File: src/logic/special_flags_pkg.sv
package special_flags_pkg;
    localparam int unsigned clk_hz        = 100_000_000;
    localparam int unsigned ns_per_cycle  = 1_000_000_000 / clk_hz;
    // clock periods in milliseconds, in order 20ms..60s
    localparam int unsigned num_clocks    = 8;
    localparam int unsigned period_ms [num_clocks] = '{20, 100, 200, 1000, 2000, 10000, 20000, 60000};
    // one millisecond tick
    localparam int unsigned ms_cycles     = 1_000_000 / ns_per_cycle;
    localparam int unsigned num_user      = 8;
    localparam int unsigned duty_w        = 16;
    // register byte offsets
    localparam logic [11:0] off_ctrl      = 12'h000;
    localparam logic [11:0] off_flags     = 12'h004;
    localparam logic [11:0] off_status    = 12'h008;
    localparam logic [11:0] off_mask      = 12'h00c;
    localparam logic [11:0] off_clocks    = 12'h010;
    localparam logic [11:0] off_duty_base = 12'h020;
    // flag bit positions in off_flags
    localparam int unsigned b_op_err      = 0;
    localparam int unsigned b_zero        = 1;
    localparam int unsigned b_carry       = 2;
    localparam int unsigned b_mem_err     = 4;
    localparam int unsigned b_op_latch    = 5;
    localparam int unsigned b_cmp         = 8;
    // status event bits
    localparam int unsigned ev_op_err     = 0;
    localparam int unsigned ev_mem_err    = 1;
    localparam int unsigned ev_carry      = 2;
    localparam int unsigned num_events    = 3;
    localparam logic [31:0] reset_word    = 32'h0000_0000;
endpackage

File: src/logic/special_flag_relays.sv
// Local design decisions: the APB slave port and the register offsets.
`timescale 1ns/100ps
// How it works
// - fast cycle clocks 20, 100, 200 ms
// - slow cycle clocks 1,2,10,20,60 s
// - operation error flag plus latched copy
// - flag on special module memory error
// - zero flag follows zero result
// - less flag set when s1 below s2
// - greater flag set when s1 above s2
// - carry flag set on arithmetic carry
// - user clocks hold each state programmed scans
module special_flag_relays #(
    parameter int unsigned ms_count = special_flags_pkg::ms_cycles,
    parameter int unsigned data_w   = 16
) (
    input  wire logic              pclk,
    input  wire logic              presetn,
    input  wire logic              psel,
    input  wire logic              penable,
    input  wire logic              pwrite,
    input  wire logic [11:0]       paddr,
    input  wire logic [31:0]       pwdata,
    output logic      [31:0]       prdata,
    output logic                   pready,
    output logic                   pslverr,
    input  wire logic              op_valid,
    input  wire logic              op_error,
    input  wire logic [data_w-1:0] op_result,
    input  wire logic              op_carry,
    input  wire logic              mem_access_error,
    input  wire logic              compare_instruction,
    input  wire logic [data_w-1:0] cmp_src1,
    input  wire logic [data_w-1:0] cmp_src2,
    input  wire logic              scan_end,
    output logic [7:0]             cycle_clock,
    output logic [7:0]             user_clock,
    output logic                   op_error_flag,
    output logic                   op_error_latch,
    output logic                   mem_error_flag,
    output logic                   zero_flag,
    output logic                   carry_flag,
    output logic                   cmp_less_flag,
    output logic                   cmp_less_equal_flag,
    output logic                   cmp_equal_flag,
    output logic                   cmp_greater_flag,
    output logic                   cmp_greater_equal_flag,
    output logic                   cmp_not_equal_flag,
    output logic                   irq
);
    localparam int unsigned ne = special_flags_pkg::num_events;
    localparam int unsigned nu = special_flags_pkg::num_user;
    localparam int unsigned dw = special_flags_pkg::duty_w;

    logic [31:0] ms_cnt, next_ms_cnt;
    logic        ms_tick, next_ms_tick;
    logic [31:0] half_cnt [8];
    logic [31:0] next_half_cnt [8];
    logic [7:0]  next_cycle_clock;

    // millisecond time base
    always_comb begin
        next_ms_tick = (ms_cnt == 32'(ms_count - 1));
        next_ms_cnt  = next_ms_tick ? 32'h0000_0000 : ms_cnt + 32'h0000_0001;
    end

    // each cycle clock toggles every half period
    always_comb begin
        for (int i = 0; i < 8; i++) begin
            next_half_cnt[i]    = half_cnt[i];
            next_cycle_clock[i] = cycle_clock[i];
            if (ms_tick) begin
                if (half_cnt[i] == 32'(special_flags_pkg::period_ms[i] / 2 - 1)) begin
                    next_half_cnt[i]    = 32'h0000_0000;
                    next_cycle_clock[i] = ~cycle_clock[i];
                end else begin
                    next_half_cnt[i] = half_cnt[i] + 32'h0000_0001;
                end
            end
        end
    end

    always_ff @(posedge pclk or negedge presetn) begin
        if (!presetn) begin
            ms_cnt      <= 32'h0000_0000;
            ms_tick     <= 1'b0;
            cycle_clock <= 8'h00;
            for (int i = 0; i < 8; i++) half_cnt[i] <= 32'h0000_0000;
        end else begin
            ms_cnt      <= next_ms_cnt;
            ms_tick     <= next_ms_tick;
            cycle_clock <= next_cycle_clock;
            for (int i = 0; i < 8; i++) half_cnt[i] <= next_half_cnt[i];
        end
    end

    // result and compare flags
    logic next_op_err, next_op_latch, next_mem_err, next_zero, next_carry;
    logic [5:0] next_cmp;
    logic       latch_clear;

    always_comb begin
        next_op_err   = op_error_flag;
        next_zero     = zero_flag;
        next_carry    = carry_flag;
        next_mem_err  = mem_access_error;
        next_op_latch = (op_error_latch & ~latch_clear) | (op_valid & op_error);
        next_cmp      = {cmp_not_equal_flag, cmp_greater_equal_flag, cmp_greater_flag,
                         cmp_equal_flag, cmp_less_equal_flag, cmp_less_flag};
        if (op_valid) begin
            next_op_err = op_error;
            next_zero   = (op_result == '0);
            next_carry  = op_carry;
        end
        if (compare_instruction) begin
            next_cmp[0] = cmp_src1 <  cmp_src2;
            next_cmp[3] = cmp_src1 >  cmp_src2;
            next_cmp[1] = cmp_src1 <= cmp_src2;
            next_cmp[2] = cmp_src1 == cmp_src2;
            next_cmp[4] = cmp_src1 >= cmp_src2;
            next_cmp[5] = cmp_src1 != cmp_src2;
        end
    end

    always_ff @(posedge pclk or negedge presetn) begin
        if (!presetn) begin
            op_error_flag  <= 1'b0;
            op_error_latch <= 1'b0;
            mem_error_flag <= 1'b0;
            zero_flag      <= 1'b0;
            carry_flag     <= 1'b0;
            {cmp_not_equal_flag, cmp_greater_equal_flag, cmp_greater_flag,
             cmp_equal_flag, cmp_less_equal_flag, cmp_less_flag} <= 6'h00;
        end else begin
            op_error_flag  <= next_op_err;
            op_error_latch <= next_op_latch;
            mem_error_flag <= next_mem_err;
            zero_flag      <= next_zero;
            carry_flag     <= next_carry;
            {cmp_not_equal_flag, cmp_greater_equal_flag, cmp_greater_flag,
             cmp_equal_flag, cmp_less_equal_flag, cmp_less_flag} <= next_cmp;
        end
    end

    // user clocks counted in scans
    logic [dw-1:0] duty [nu];
    logic [dw-1:0] scan_cnt [nu];
    logic [dw-1:0] next_scan_cnt [nu];
    logic [7:0]    next_user_clock;

    always_comb begin
        for (int i = 0; i < nu; i++) begin
            next_scan_cnt[i]   = scan_cnt[i];
            next_user_clock[i] = user_clock[i];
            if (duty[i] == '0) begin
                next_scan_cnt[i]   = '0;
                next_user_clock[i] = 1'b0;
            end else if (scan_end) begin
                if (scan_cnt[i] >= duty[i] - dw'(1)) begin
                    next_scan_cnt[i]   = '0;
                    next_user_clock[i] = ~user_clock[i];
                end else begin
                    next_scan_cnt[i] = scan_cnt[i] + dw'(1);
                end
            end
        end
    end

    // apb slave, status and mask
    logic            wr_en, rd_en, addr_ok;
    logic [ne-1:0]   status, next_status, mask, next_mask, events;
    logic [dw-1:0]   next_duty [nu];
    logic [31:0]     next_prdata;
    logic            next_pready, next_pslverr, next_irq;

    always_comb begin
        // writes commit at the edge where the master samples pready high
        wr_en   = psel & penable & pwrite & pready;
        rd_en   = psel & penable & ~pwrite & ~pready;
        addr_ok = (paddr == special_flags_pkg::off_ctrl) || (paddr == special_flags_pkg::off_flags)
               || (paddr == special_flags_pkg::off_status) || (paddr == special_flags_pkg::off_mask)
               || (paddr == special_flags_pkg::off_clocks)
               || (paddr[11:5] == special_flags_pkg::off_duty_base[11:5] && paddr[1:0] == 2'b00);
        latch_clear = wr_en && paddr == special_flags_pkg::off_ctrl && pwdata[0];
        events = '0;
        events[special_flags_pkg::ev_op_err]  = op_valid & op_error;
        events[special_flags_pkg::ev_mem_err] = mem_access_error;
        events[special_flags_pkg::ev_carry]   = op_valid & op_carry;
        next_mask   = mask;
        next_status = status;
        for (int i = 0; i < nu; i++) next_duty[i] = duty[i];
        if (wr_en && paddr == special_flags_pkg::off_status) next_status = status & ~pwdata[ne-1:0];
        if (wr_en && paddr == special_flags_pkg::off_mask) next_mask = pwdata[ne-1:0];
        if (wr_en && paddr[11:5] == special_flags_pkg::off_duty_base[11:5] && paddr[1:0] == 2'b00)
            next_duty[paddr[4:2]] = pwdata[dw-1:0];
        next_status = next_status | events;
        next_prdata = special_flags_pkg::reset_word;
        if (rd_en) begin
            unique case (1'b1)
                paddr == special_flags_pkg::off_flags: begin
                    next_prdata[special_flags_pkg::b_op_err]   = op_error_flag;
                    next_prdata[special_flags_pkg::b_zero]     = zero_flag;
                    next_prdata[special_flags_pkg::b_carry]    = carry_flag;
                    next_prdata[special_flags_pkg::b_mem_err]  = mem_error_flag;
                    next_prdata[special_flags_pkg::b_op_latch] = op_error_latch;
                    next_prdata[special_flags_pkg::b_cmp +: 6] = {cmp_not_equal_flag, cmp_greater_equal_flag,
                        cmp_greater_flag, cmp_equal_flag, cmp_less_equal_flag, cmp_less_flag};
                end
                paddr == special_flags_pkg::off_status: next_prdata[ne-1:0] = status;
                paddr == special_flags_pkg::off_mask:   next_prdata[ne-1:0] = mask;
                paddr == special_flags_pkg::off_clocks: next_prdata[15:0] = {user_clock, cycle_clock};
                paddr[11:5] == special_flags_pkg::off_duty_base[11:5]: next_prdata[dw-1:0] = duty[paddr[4:2]];
                default: next_prdata = special_flags_pkg::reset_word;
            endcase
        end
        next_pready  = psel & penable & ~pready;
        next_pslverr = psel & penable & ~pready & ~addr_ok;
        next_irq     = |(next_status & next_mask);
    end

    always_ff @(posedge pclk or negedge presetn) begin
        if (!presetn) begin
            status     <= '0;
            mask       <= '0;
            prdata     <= 32'h0000_0000;
            pready     <= 1'b0;
            pslverr    <= 1'b0;
            irq        <= 1'b0;
            user_clock <= 8'h00;
            for (int i = 0; i < nu; i++) begin
                duty[i]     <= '0;
                scan_cnt[i] <= '0;
            end
        end else begin
            status     <= next_status;
            mask       <= next_mask;
            prdata     <= next_prdata;
            pready     <= next_pready;
            pslverr    <= next_pslverr;
            irq        <= next_irq;
            user_clock <= next_user_clock;
            for (int i = 0; i < nu; i++) begin
                duty[i]     <= next_duty[i];
                scan_cnt[i] <= next_scan_cnt[i];
            end
        end
    end

    // checks
    property p_fast_toggle;
        @(posedge pclk) disable iff (!presetn)
        ms_tick && half_cnt[0] == 32'd9 |=> cycle_clock[0] != $past(cycle_clock[0]);
    endproperty
    a_fast_toggle: assert property (p_fast_toggle) else $error("20ms clock missed toggle");
    property p_slow_hold;
        @(posedge pclk) disable iff (!presetn)
        !ms_tick |=> $stable(cycle_clock[7:3]);
    endproperty
    a_slow_hold: assert property (p_slow_hold) else $error("slow clock changed off tick");
    property p_latch;
        @(posedge pclk) disable iff (!presetn)
        op_valid && op_error |=> op_error_flag && op_error_latch;
    endproperty
    a_latch: assert property (p_latch) else $error("op error not flagged");
    property p_mem;
        @(posedge pclk) disable iff (!presetn) mem_access_error |=> mem_error_flag && status[1];
    endproperty
    a_mem: assert property (p_mem) else $error("memory error not flagged");
    property p_zero;
        @(posedge pclk) disable iff (!presetn) op_valid |=> zero_flag == ($past(op_result) == '0);
    endproperty
    a_zero: assert property (p_zero) else $error("zero flag wrong");
    property p_less;
        @(posedge pclk) disable iff (!presetn)
        compare_instruction |=> cmp_less_flag == ($past(cmp_src1) < $past(cmp_src2));
    endproperty
    a_less: assert property (p_less) else $error("less flag wrong");
    property p_greater;
        @(posedge pclk) disable iff (!presetn)
        compare_instruction |=> cmp_greater_flag == ($past(cmp_src1) > $past(cmp_src2));
    endproperty
    a_greater: assert property (p_greater) else $error("greater flag wrong");
    property p_consistent;
        @(posedge pclk) disable iff (!presetn)
        compare_instruction |=> (cmp_equal_flag != cmp_not_equal_flag)
            && cmp_less_equal_flag == (cmp_less_flag | cmp_equal_flag)
            && cmp_greater_equal_flag == (cmp_greater_flag | cmp_equal_flag);
    endproperty
    a_consistent: assert property (p_consistent) else $error("compare flags inconsistent");
    property p_carry;
        @(posedge pclk) disable iff (!presetn) op_valid |=> carry_flag == $past(op_carry);
    endproperty
    a_carry: assert property (p_carry) else $error("carry flag wrong");
    property p_user;
        @(posedge pclk) disable iff (!presetn) !scan_end && duty[0] != '0 |=> $stable(user_clock[0]);
    endproperty
    a_user: assert property (p_user) else $error("user clock changed mid scan");
    c_cmp_eq: cover property (@(posedge pclk) compare_instruction && cmp_src1 == cmp_src2);
    c_irq:    cover property (@(posedge pclk) irq);
    c_user:   cover property (@(posedge pclk) $rose(user_clock[0]));
endmodule // special_flag_relays

File: config.mk
export PLATFORM = sky130hd
export DESIGN_NAME = special_flag_relays
export DESIGN_NICKNAME = d
export VERILOG_FILES = /design/src/logic/special_flags_pkg.sv /design/src/logic/special_flag_relays.sv
export SDC_FILE = /design/constraint.sdc
export NUM_CORES = 1
export LEC_CHECK = 0
export BUFFER_PORTS_ARGS = -buffer_cell sky130_fd_sc_hd__buf_2
export CORE_UTILIZATION = 39
export CTS_BUF_LIST = sky130_fd_sc_hd__clkbuf_16
export DETAILED_ROUTE_END_ITERATION = 7
export PLACE_DENSITY_LB_ADDON = 0.1
export SYNTH_ARGS = -nofsm -noshare
export SYNTH_HDL_FRONTEND = slang
export SYNTH_SLANG_ARGS = --single-unit
File: constraint.sdc
create_clock -name pclk -period 3.2 [get_ports pclk]
set_input_delay 0 -clock pclk [delete_from_list [all_inputs] [get_ports pclk]]
set_output_delay 0 -clock pclk [all_outputs]
set_load 0.01 [all_outputs]
==> results of run 1 <==
-- per-layer routing --
metal / vias to the layer above / GRT usage / wire length, um
met5: - / 0 / 0
met4: 0 / 0.0765 / 3120
met3: 165 / 0.0351 / 3640
met2: 421 / 0.330 / 42100
met1: 13000 / 0.284 / 42200
li1: 12400 / - / -
-- logic make-up after synthesis --
kind of cell / Yosys count / share of synthesized area
simple gates: 1341 / 0.208
xor+xnor: 440 / 0.115
compound gates: 337 / 0.0653
mux: 197 / 0.0782
flops: 597 / 0.447
other cells: 1 / 0.000112
buf+inv: 169 / 0.0224
fa+ha+maj: 171 / 0.0640
-- Yosys cell counts, types with 10 or more instances --
library cell,count,share of area
nor3_1,87,0.013
a21boi_0,10,0.0022
a211oi_1,12,0.0027
and3_1,96,0.018
and2_1,21,0.0039
a22o_1,17,0.0045
nand2b_1,27,0.0051
a21oi_1,90,0.013
nor4b_1,17,0.0045
xor2_1,148,0.039
nor4_1,86,0.016
a41oi_1,12,0.0031
or2_2,11,0.0021
mux4_2,32,0.022
clkbuf_1,60,0.0067
o21ai_0,73,0.011
ha_1,171,0.064
a31oi_1,26,0.0049
nor3b_1,13,0.0029
nand3_1,161,0.024
or3_1,21,0.0039
a21o_1,23,0.0052
dfrtp_1,597,0.45
mux2_4,20,0.0090
xnor2_1,292,0.076
or4_1,12,0.0027
inv_1,71,0.0080
mux2i_1,31,0.0093
mux2_2,113,0.038
nand3b_1,13,0.0029
buf_4,24,0.0054
nor2b_1,17,0.0032
nand2_1,282,0.032
and4_1,36,0.0094
nand4_1,136,0.025
nor2_1,280,0.031
-- registers in the layout, indices dropped and copies added (netlist names), 3 cells and up --
name	flops
cycle_clock	8
user_clock	8
status	3
duty	128
mask	3
prdata	16
half_cnt	256
scan_cnt	128
ms_cnt	32
-- through the flow --
stage	total power [mW]	utilization	instance area, sq um
after floorplan	7.88	-	33600
after global placement	8.23	0.433	36800
after detailed placement	8.24	0.433	36800
after CTS	16.3	0.464	39500
after global routing	16.6	0.471	40000
final	16.0	0.471	40000
-- critical path, cell delays in order, from the launching register on --
cell	delay, ns
dfrtp_2	0.42
nor4_4	0.31
nand2_1	0.13
nor3b_2	0.25
nand2_1	0.10
xor2_1	0.15
ha_1	0.30
and4_1	0.22
nand4_1	0.10
or4b_4	0.49
and3_4	0.21
or3_4	0.33
a21oi_2	0.14
-- power by group through the flow --
stage | clock network [mW] | registers (mW) | logic [mW]
detailed placement | 0 | 7.72 | 0.524
CTS | 8.13 | 7.58 | 0.560
global route | 8.42 | 7.58 | 0.612
finish | 7.87 | 7.58 | 0.546
global placement | 0 | 7.72 | 0.512
floorplan | 0 | 7.72 | 0.166
-- final cells by class --
type                    instances  area share
clock buffers                  74      0.0462
clock inverters                58      0.0100
inverters                      73     0.00684
multi-input cells            2503       0.459
flip-flops and latches        597       0.373
well taps                    1144      0.0357
repair buffers                365      0.0687
-- how the worst min path moves through the flow --
| stage | cells past startpoint | from | to |
|---|---|---|---|
| 3_5_place_dp | 1 | presetn | half_cnt[16]$_DFFE_PN0P_ |
| 3_3_place_gp | 1 | presetn | half_cnt[16]$_DFFE_PN0P_ |
| 4_1_cts | 2 | presetn | scan_cnt[96]$_DFFE_PN0P_ |
| 2_1_floorplan | 0 | presetn | carry_flag$_DFFE_PN0P_ |
| 5_1_grt | 2 | presetn | half_cnt[16]$_DFFE_PN0P_ |
| 6_report | 2 | presetn | scan_cnt[97]$_DFFE_PN0P_ |
-- timing repair --
action,CTS,global route
endpoints found under the hold margin,357,0
resized for setup,2,118
cloned,0,2
setup buffers,7,8
setup endpoints to repair,12,128
hold buffers,38,0
pin swaps,3,48
==> flow_summary.yaml, run 1 <==
critical_path:
  critPathCaptureType: "register"
  critPathMaxFanout: 4
  crit_path_end: "user_clock[1]$_DFFE_PN0P_"
  crit_path_start: "duty[99]$_DFFE_PN0P_"
  crit_type: "reg2reg"
  required_ns: 3.74
  r2r-end: "user_clock[1]$_DFFE_PN0P_"
  rrSetupSlack_ns: -0.008
  worstPathArrival_ns: 3.75
  startpoint_type: "register"
  r2r_cells: 12
  r2r_start: "duty[99]$_DFFE_PN0P_"
route:
  drc: 0
  via_count: 26000
  ant_nets: 0
  dr.pass1.iters: 5
  routed_wl_mm: 91.0
  post_drt_wl_per_cell_um: 18.9
  drtIter0Drc: 1469
  post_drt_via_cell_ratio: 5.40
clock_network:
  insertion_delay_ns: 0.62
  clock_path_buffers: 3
  root_buffer: "clkbuf_16"
  cts_tree: "done"
  htreeDepth: 3
  clk_pin_slew_ns: 0.06
  numCtsBuffers: 73
  cts.sinks: 597
sta:
  setup-tns-final_ns: -0.0106
  relSlewSlack: 0.407
  finalMaxSlewViolations: 0
  period_needed_ns: 3.21
  fin_skew_ns: 0.0218
  fin_ws_ns: -0.00799
  setup_viol: 2
  grt_setup_unrepaired: "true"
  holdWs_ns: 0.0235
  fmax_ghz: 0.312
  tightest_slew_ns: 0.890
  final.period_utilization: 1.00
  hold_violations: 0
pwr:
  power_density_mw_per_mm2: 400
  sw_frac_of_total: 0.233
  vdd.ir_drop.worst_v: 0.000372
  netSwitchingPower_mw: 3.73
  power_leakage_nw: 19.0
  clkPwrFrac: 0.492
  p_int_mw: 12.3
  combinationalPowerShare: 0.034
  pwr-share-seq: 0.474
layout:
  nNetsFinal: 3887
  register_area_sq_mm: 0.0149
  instances_no_fill: 4814
  layout-drive-gt1-share: 0.196
  final_cell_mix: "dfrtp_1, xnor2_1, nand2_1"
  layout_commonest_cell: "dfrtp_1"
  area_growth_pct: 19.8
  multiInputGateArea_sq_mm: 0.0184
  fill_cells: 7939
  insertedDiodeCount: 0
grt:
  grt_pass1_vias: 25900
  grt_overflow: 0
  grt_pass1_wl_mm: 143
  global_route.usage.total: 0.208
  grt_max_degree: 92
  antenna_found_initial: 4
placed_design:
  gp_congestion: 0.836
  dp.cells: 4628
  numPortBuffers: 132
  place_ws_ns: -0.104
  dp_hpwl_mm: 66.6
logic_synthesis:
  synth_edf_count: 0
  async_reset_ff_frac: 1.00
  yosys_register_bits: 597
  synthCells: 3253
  yosys.cell_types.count: 76
  syn_avg_cell_area_sq_um: 10.3
  synth_warnings: 0
  yosysSeqAreaShare: 0.447
  synth_area_sq_mm: 0.0334
  synth-main-ff-cell: "dfrtp_1"
floorplanning:
  die_area_sq_mm: 0.0869
  num_io_pins: 165
  core_sq_mm: 0.0850
  rows: 107
  start_util: 0.393
  die_x_um: 295
  die_height_um: 295
status:
  violations: "setup timing"
  status: "finished, violations left"
run:
  maxCapViolations: 0
min_path:
  hold_class: "in2async"
Note: power is estimated with default switching activity, not from simulation.
==> run 2: changes to the inputs <==
GPL_TIMING_DRIVEN = 0   (was unset)
==> run 2 against run 1 <==
  * Core utilization rose by 0.052 points
  * Critical path type unchanged
  * Critical endpoint unchanged
  * Critical path depth unchanged
  * First-iteration DRC count shrank 3.5%
  * Clock-buffer cell count shrank 2
  * Die area stayed put
  * Global-route usage up 0.90 points
  * Via count increased by 0.43%
  * Sequential cell count is the same
  * The run still ends with setup timing left
==> flow_summary.yaml, run 2 (synthesis results as in run 1) <==
clock_network:
  clock_path_buffers: 3
  insertion_delay_ns: 0.63
  clk_pin_slew_ns: 0.06
  cts.sinks: 597
  cts_tree: "done"
  numCtsBuffers: 72
  htreeDepth: 3
  root_buffer: "clkbuf_16"
grt:
  antenna_found_initial: 9
  global_route.usage.total: 0.217
  grt_pass1_wl_mm: 148
  grt_max_degree: 113
  grt_overflow: 0
  grt_pass1_vias: 26100
pwr:
  clkPwrFrac: 0.485
  vdd.ir_drop.worst_v: 0.000315
  p_int_mw: 12.0
  sw_frac_of_total: 0.241
  power_leakage_nw: 18.8
  pwr-share-seq: 0.478
  power_density_mw_per_mm2: 395
  combinationalPowerShare: 0.037
  netSwitchingPower_mw: 3.81
layout:
  design_area_sq_mm: 0.0401
  final_cell_mix: "dfrtp_1, xnor2_1, nand2_1"
  top_register: "half_cnt"
  layout-drive-gt1-share: 0.198
  largest_reg_flops: 256
  layout_commonest_cell: "dfrtp_1"
  largestRegisters: "half_cnt x256, duty x128, scan_cnt x128"
  area_growth_pct: 19.9
  final_core_util: 0.472
  nNetsFinal: 3868
status:
  status: "finished, violations left"
  violations: "setup timing"
floorplanning:
  num_io_pins: 165
  die_height_um: 295
  die_x_um: 295
  core_sq_mm: 0.0850
  rows: 107
  die_area_sq_mm: 0.0869
  start_util: 0.393
sta:
  grt_setup_unrepaired: "true"
  fin_ws_ns: -0.0774
  relSlewSlack: 0.132
  fin_skew_ns: 0.0239
  hold_violations: 0
  tightest_slew_ns: 1.30
  fmax_ghz: 0.305
  finalMaxSlewViolations: 0
  final.period_utilization: 1.02
  period_needed_ns: 3.28
  setup_viol: 18
placed_design:
  numPortBuffers: 129
  gp_congestion: 0.843
  place_area_sq_mm: 0.0358
  dp_hpwl_mm: 68.5
  place_ws_ns: -0.920
route:
  drc: 0
  via_count: 26100
  post_drt_wl_per_cell_um: 19.8
  dr.pass1.iters: 5
  ant_nets: 0
  routed_wl_mm: 94.7
  drtIter0Drc: 1418
  post_drt_via_cell_ratio: 5.45
critical_path:
  startpoint_type: "register"
  worstPathArrival_ns: 3.82
  r2r-end: "user_clock[1]$_DFFE_PN0P_"
  required_ns: 3.74
  rrSetupSlack_ns: -0.08
  crit_type: "reg2reg"
  critPathCaptureType: "register"
  r2r_start: "duty[101]$_DFFE_PN0P_"
  critPathMaxFanout: 4
  r2r_cells: 12
run:
  maxCapViolations: 0
min_path:
  hold_class: "in2async"
-- run 2: cell types whose count changed in the layout (fill, tap and decap cells not counted), moves of 7 or more --
cell | before | now
buf_4 | 172 | 95
buf_12 | 17 | 1
dfrtp_2 | 2 | 28
nor3_1 | 76 | 63
dfrtp_1 | 595 | 569
nor2_1 | 269 | 249
nor3_4 | 3 | 12
buf_1 | 0 | 7
nor2_4 | 9 | 20
clkbuf_1 | 0 | 47
nor2_2 | 8 | 17
-- run 2: layout make-up --
class	count	area (sq um)
buffer	95	548
tap	1144	1430
inverter	73	274
fill	7834	44900
clock buffer	72	1800
sequential	597	15000
multi-input combinational	2503	18800
antenna	2	5.00
clock inverter	55	385
timing repair buffer	252	1840
-- run 2: metrics by stage --
| stage | total power, mW | setup TNS, ns | cells | hold WS [ns] |
|---|---|---|---|---|
| CTS | 16.1 | -0.0743 | 4749 | 0.000238 |
| global placement | 8.24 | -6280.47 | 4541 | 0.191 |
| detailed placement | 8.27 | -63.22 | 4546 | 0.139 |
| global route | 16.4 | -4.26 | 4791 | 0.0844 |
| finish | 15.8 | -0.853 | 4793 | 0.0316 |
| floorplan | 7.88 | 0 | 3268 | -0.296 |
-- run 2: worst max path at each step --
stage                                startpoint                   endpoint
after floorplan            duty[66]$_DFFE_PN0P_   scan_cnt[69]$_DFFE_PN0P_
after global placement                  presetn       duty[99]$_DFFE_PN0P_
after detailed placement   duty[66]$_DFFE_PN0P_   scan_cnt[69]$_DFFE_PN0P_
after CTS                 duty[102]$_DFFE_PN0P_  user_clock[1]$_DFFE_PN0P_
after global routing       duty[96]$_DFFE_PN0P_  user_clock[1]$_DFFE_PN0P_
final                     duty[101]$_DFFE_PN0P_  user_clock[1]$_DFFE_PN0P_
-- run 2: repair_timing --
action	CTS	global route
pin swaps	31	71
endpoints found under the setup margin	166	130
buffers inserted	34	42
gates cloned	3	1
hold endpoints to repair	229	0
gates resized for setup	113	171
hold buffers	39	0
-- run 2: critical path, cell delays in order (launching register included) --
cell,delay [ns]
dfrtp_2,0.43
nor4_4,0.36
nand2_2,0.13
nor3b_4,0.24
nand2_1,0.09
xor2_1,0.17
ha_1,0.30
and4_1,0.19
nand4_1,0.10
or4b_4,0.50
and3_4,0.24
or3_1,0.31
a21oi_1,0.13
-- run 2: power by group through the flow --
| stage | clock [mW] | sequential (mW) | combinational [mW] |
|---|---|---|---|
| floorplan | 0 | 7.72 | 0.166 |
| global placement | 0 | 7.72 | 0.521 |
| detailed placement | 0 | 7.72 | 0.557 |
| CTS | 7.89 | 7.58 | 0.595 |
| global route | 8.20 | 7.58 | 0.649 |
| finish | 7.68 | 7.58 | 0.585 |
-- run 2: per-layer routing --
layer / vias to the layer above / global-route usage / wire, um
li1: 12400 / - / -
met1: 13000 / 0.295 / 42700
met2: 498 / 0.351 / 44400
met3: 172 / 0.0311 / 4240
met4: 10 / 0.0769 / 3330
met5: - / 0 / 60
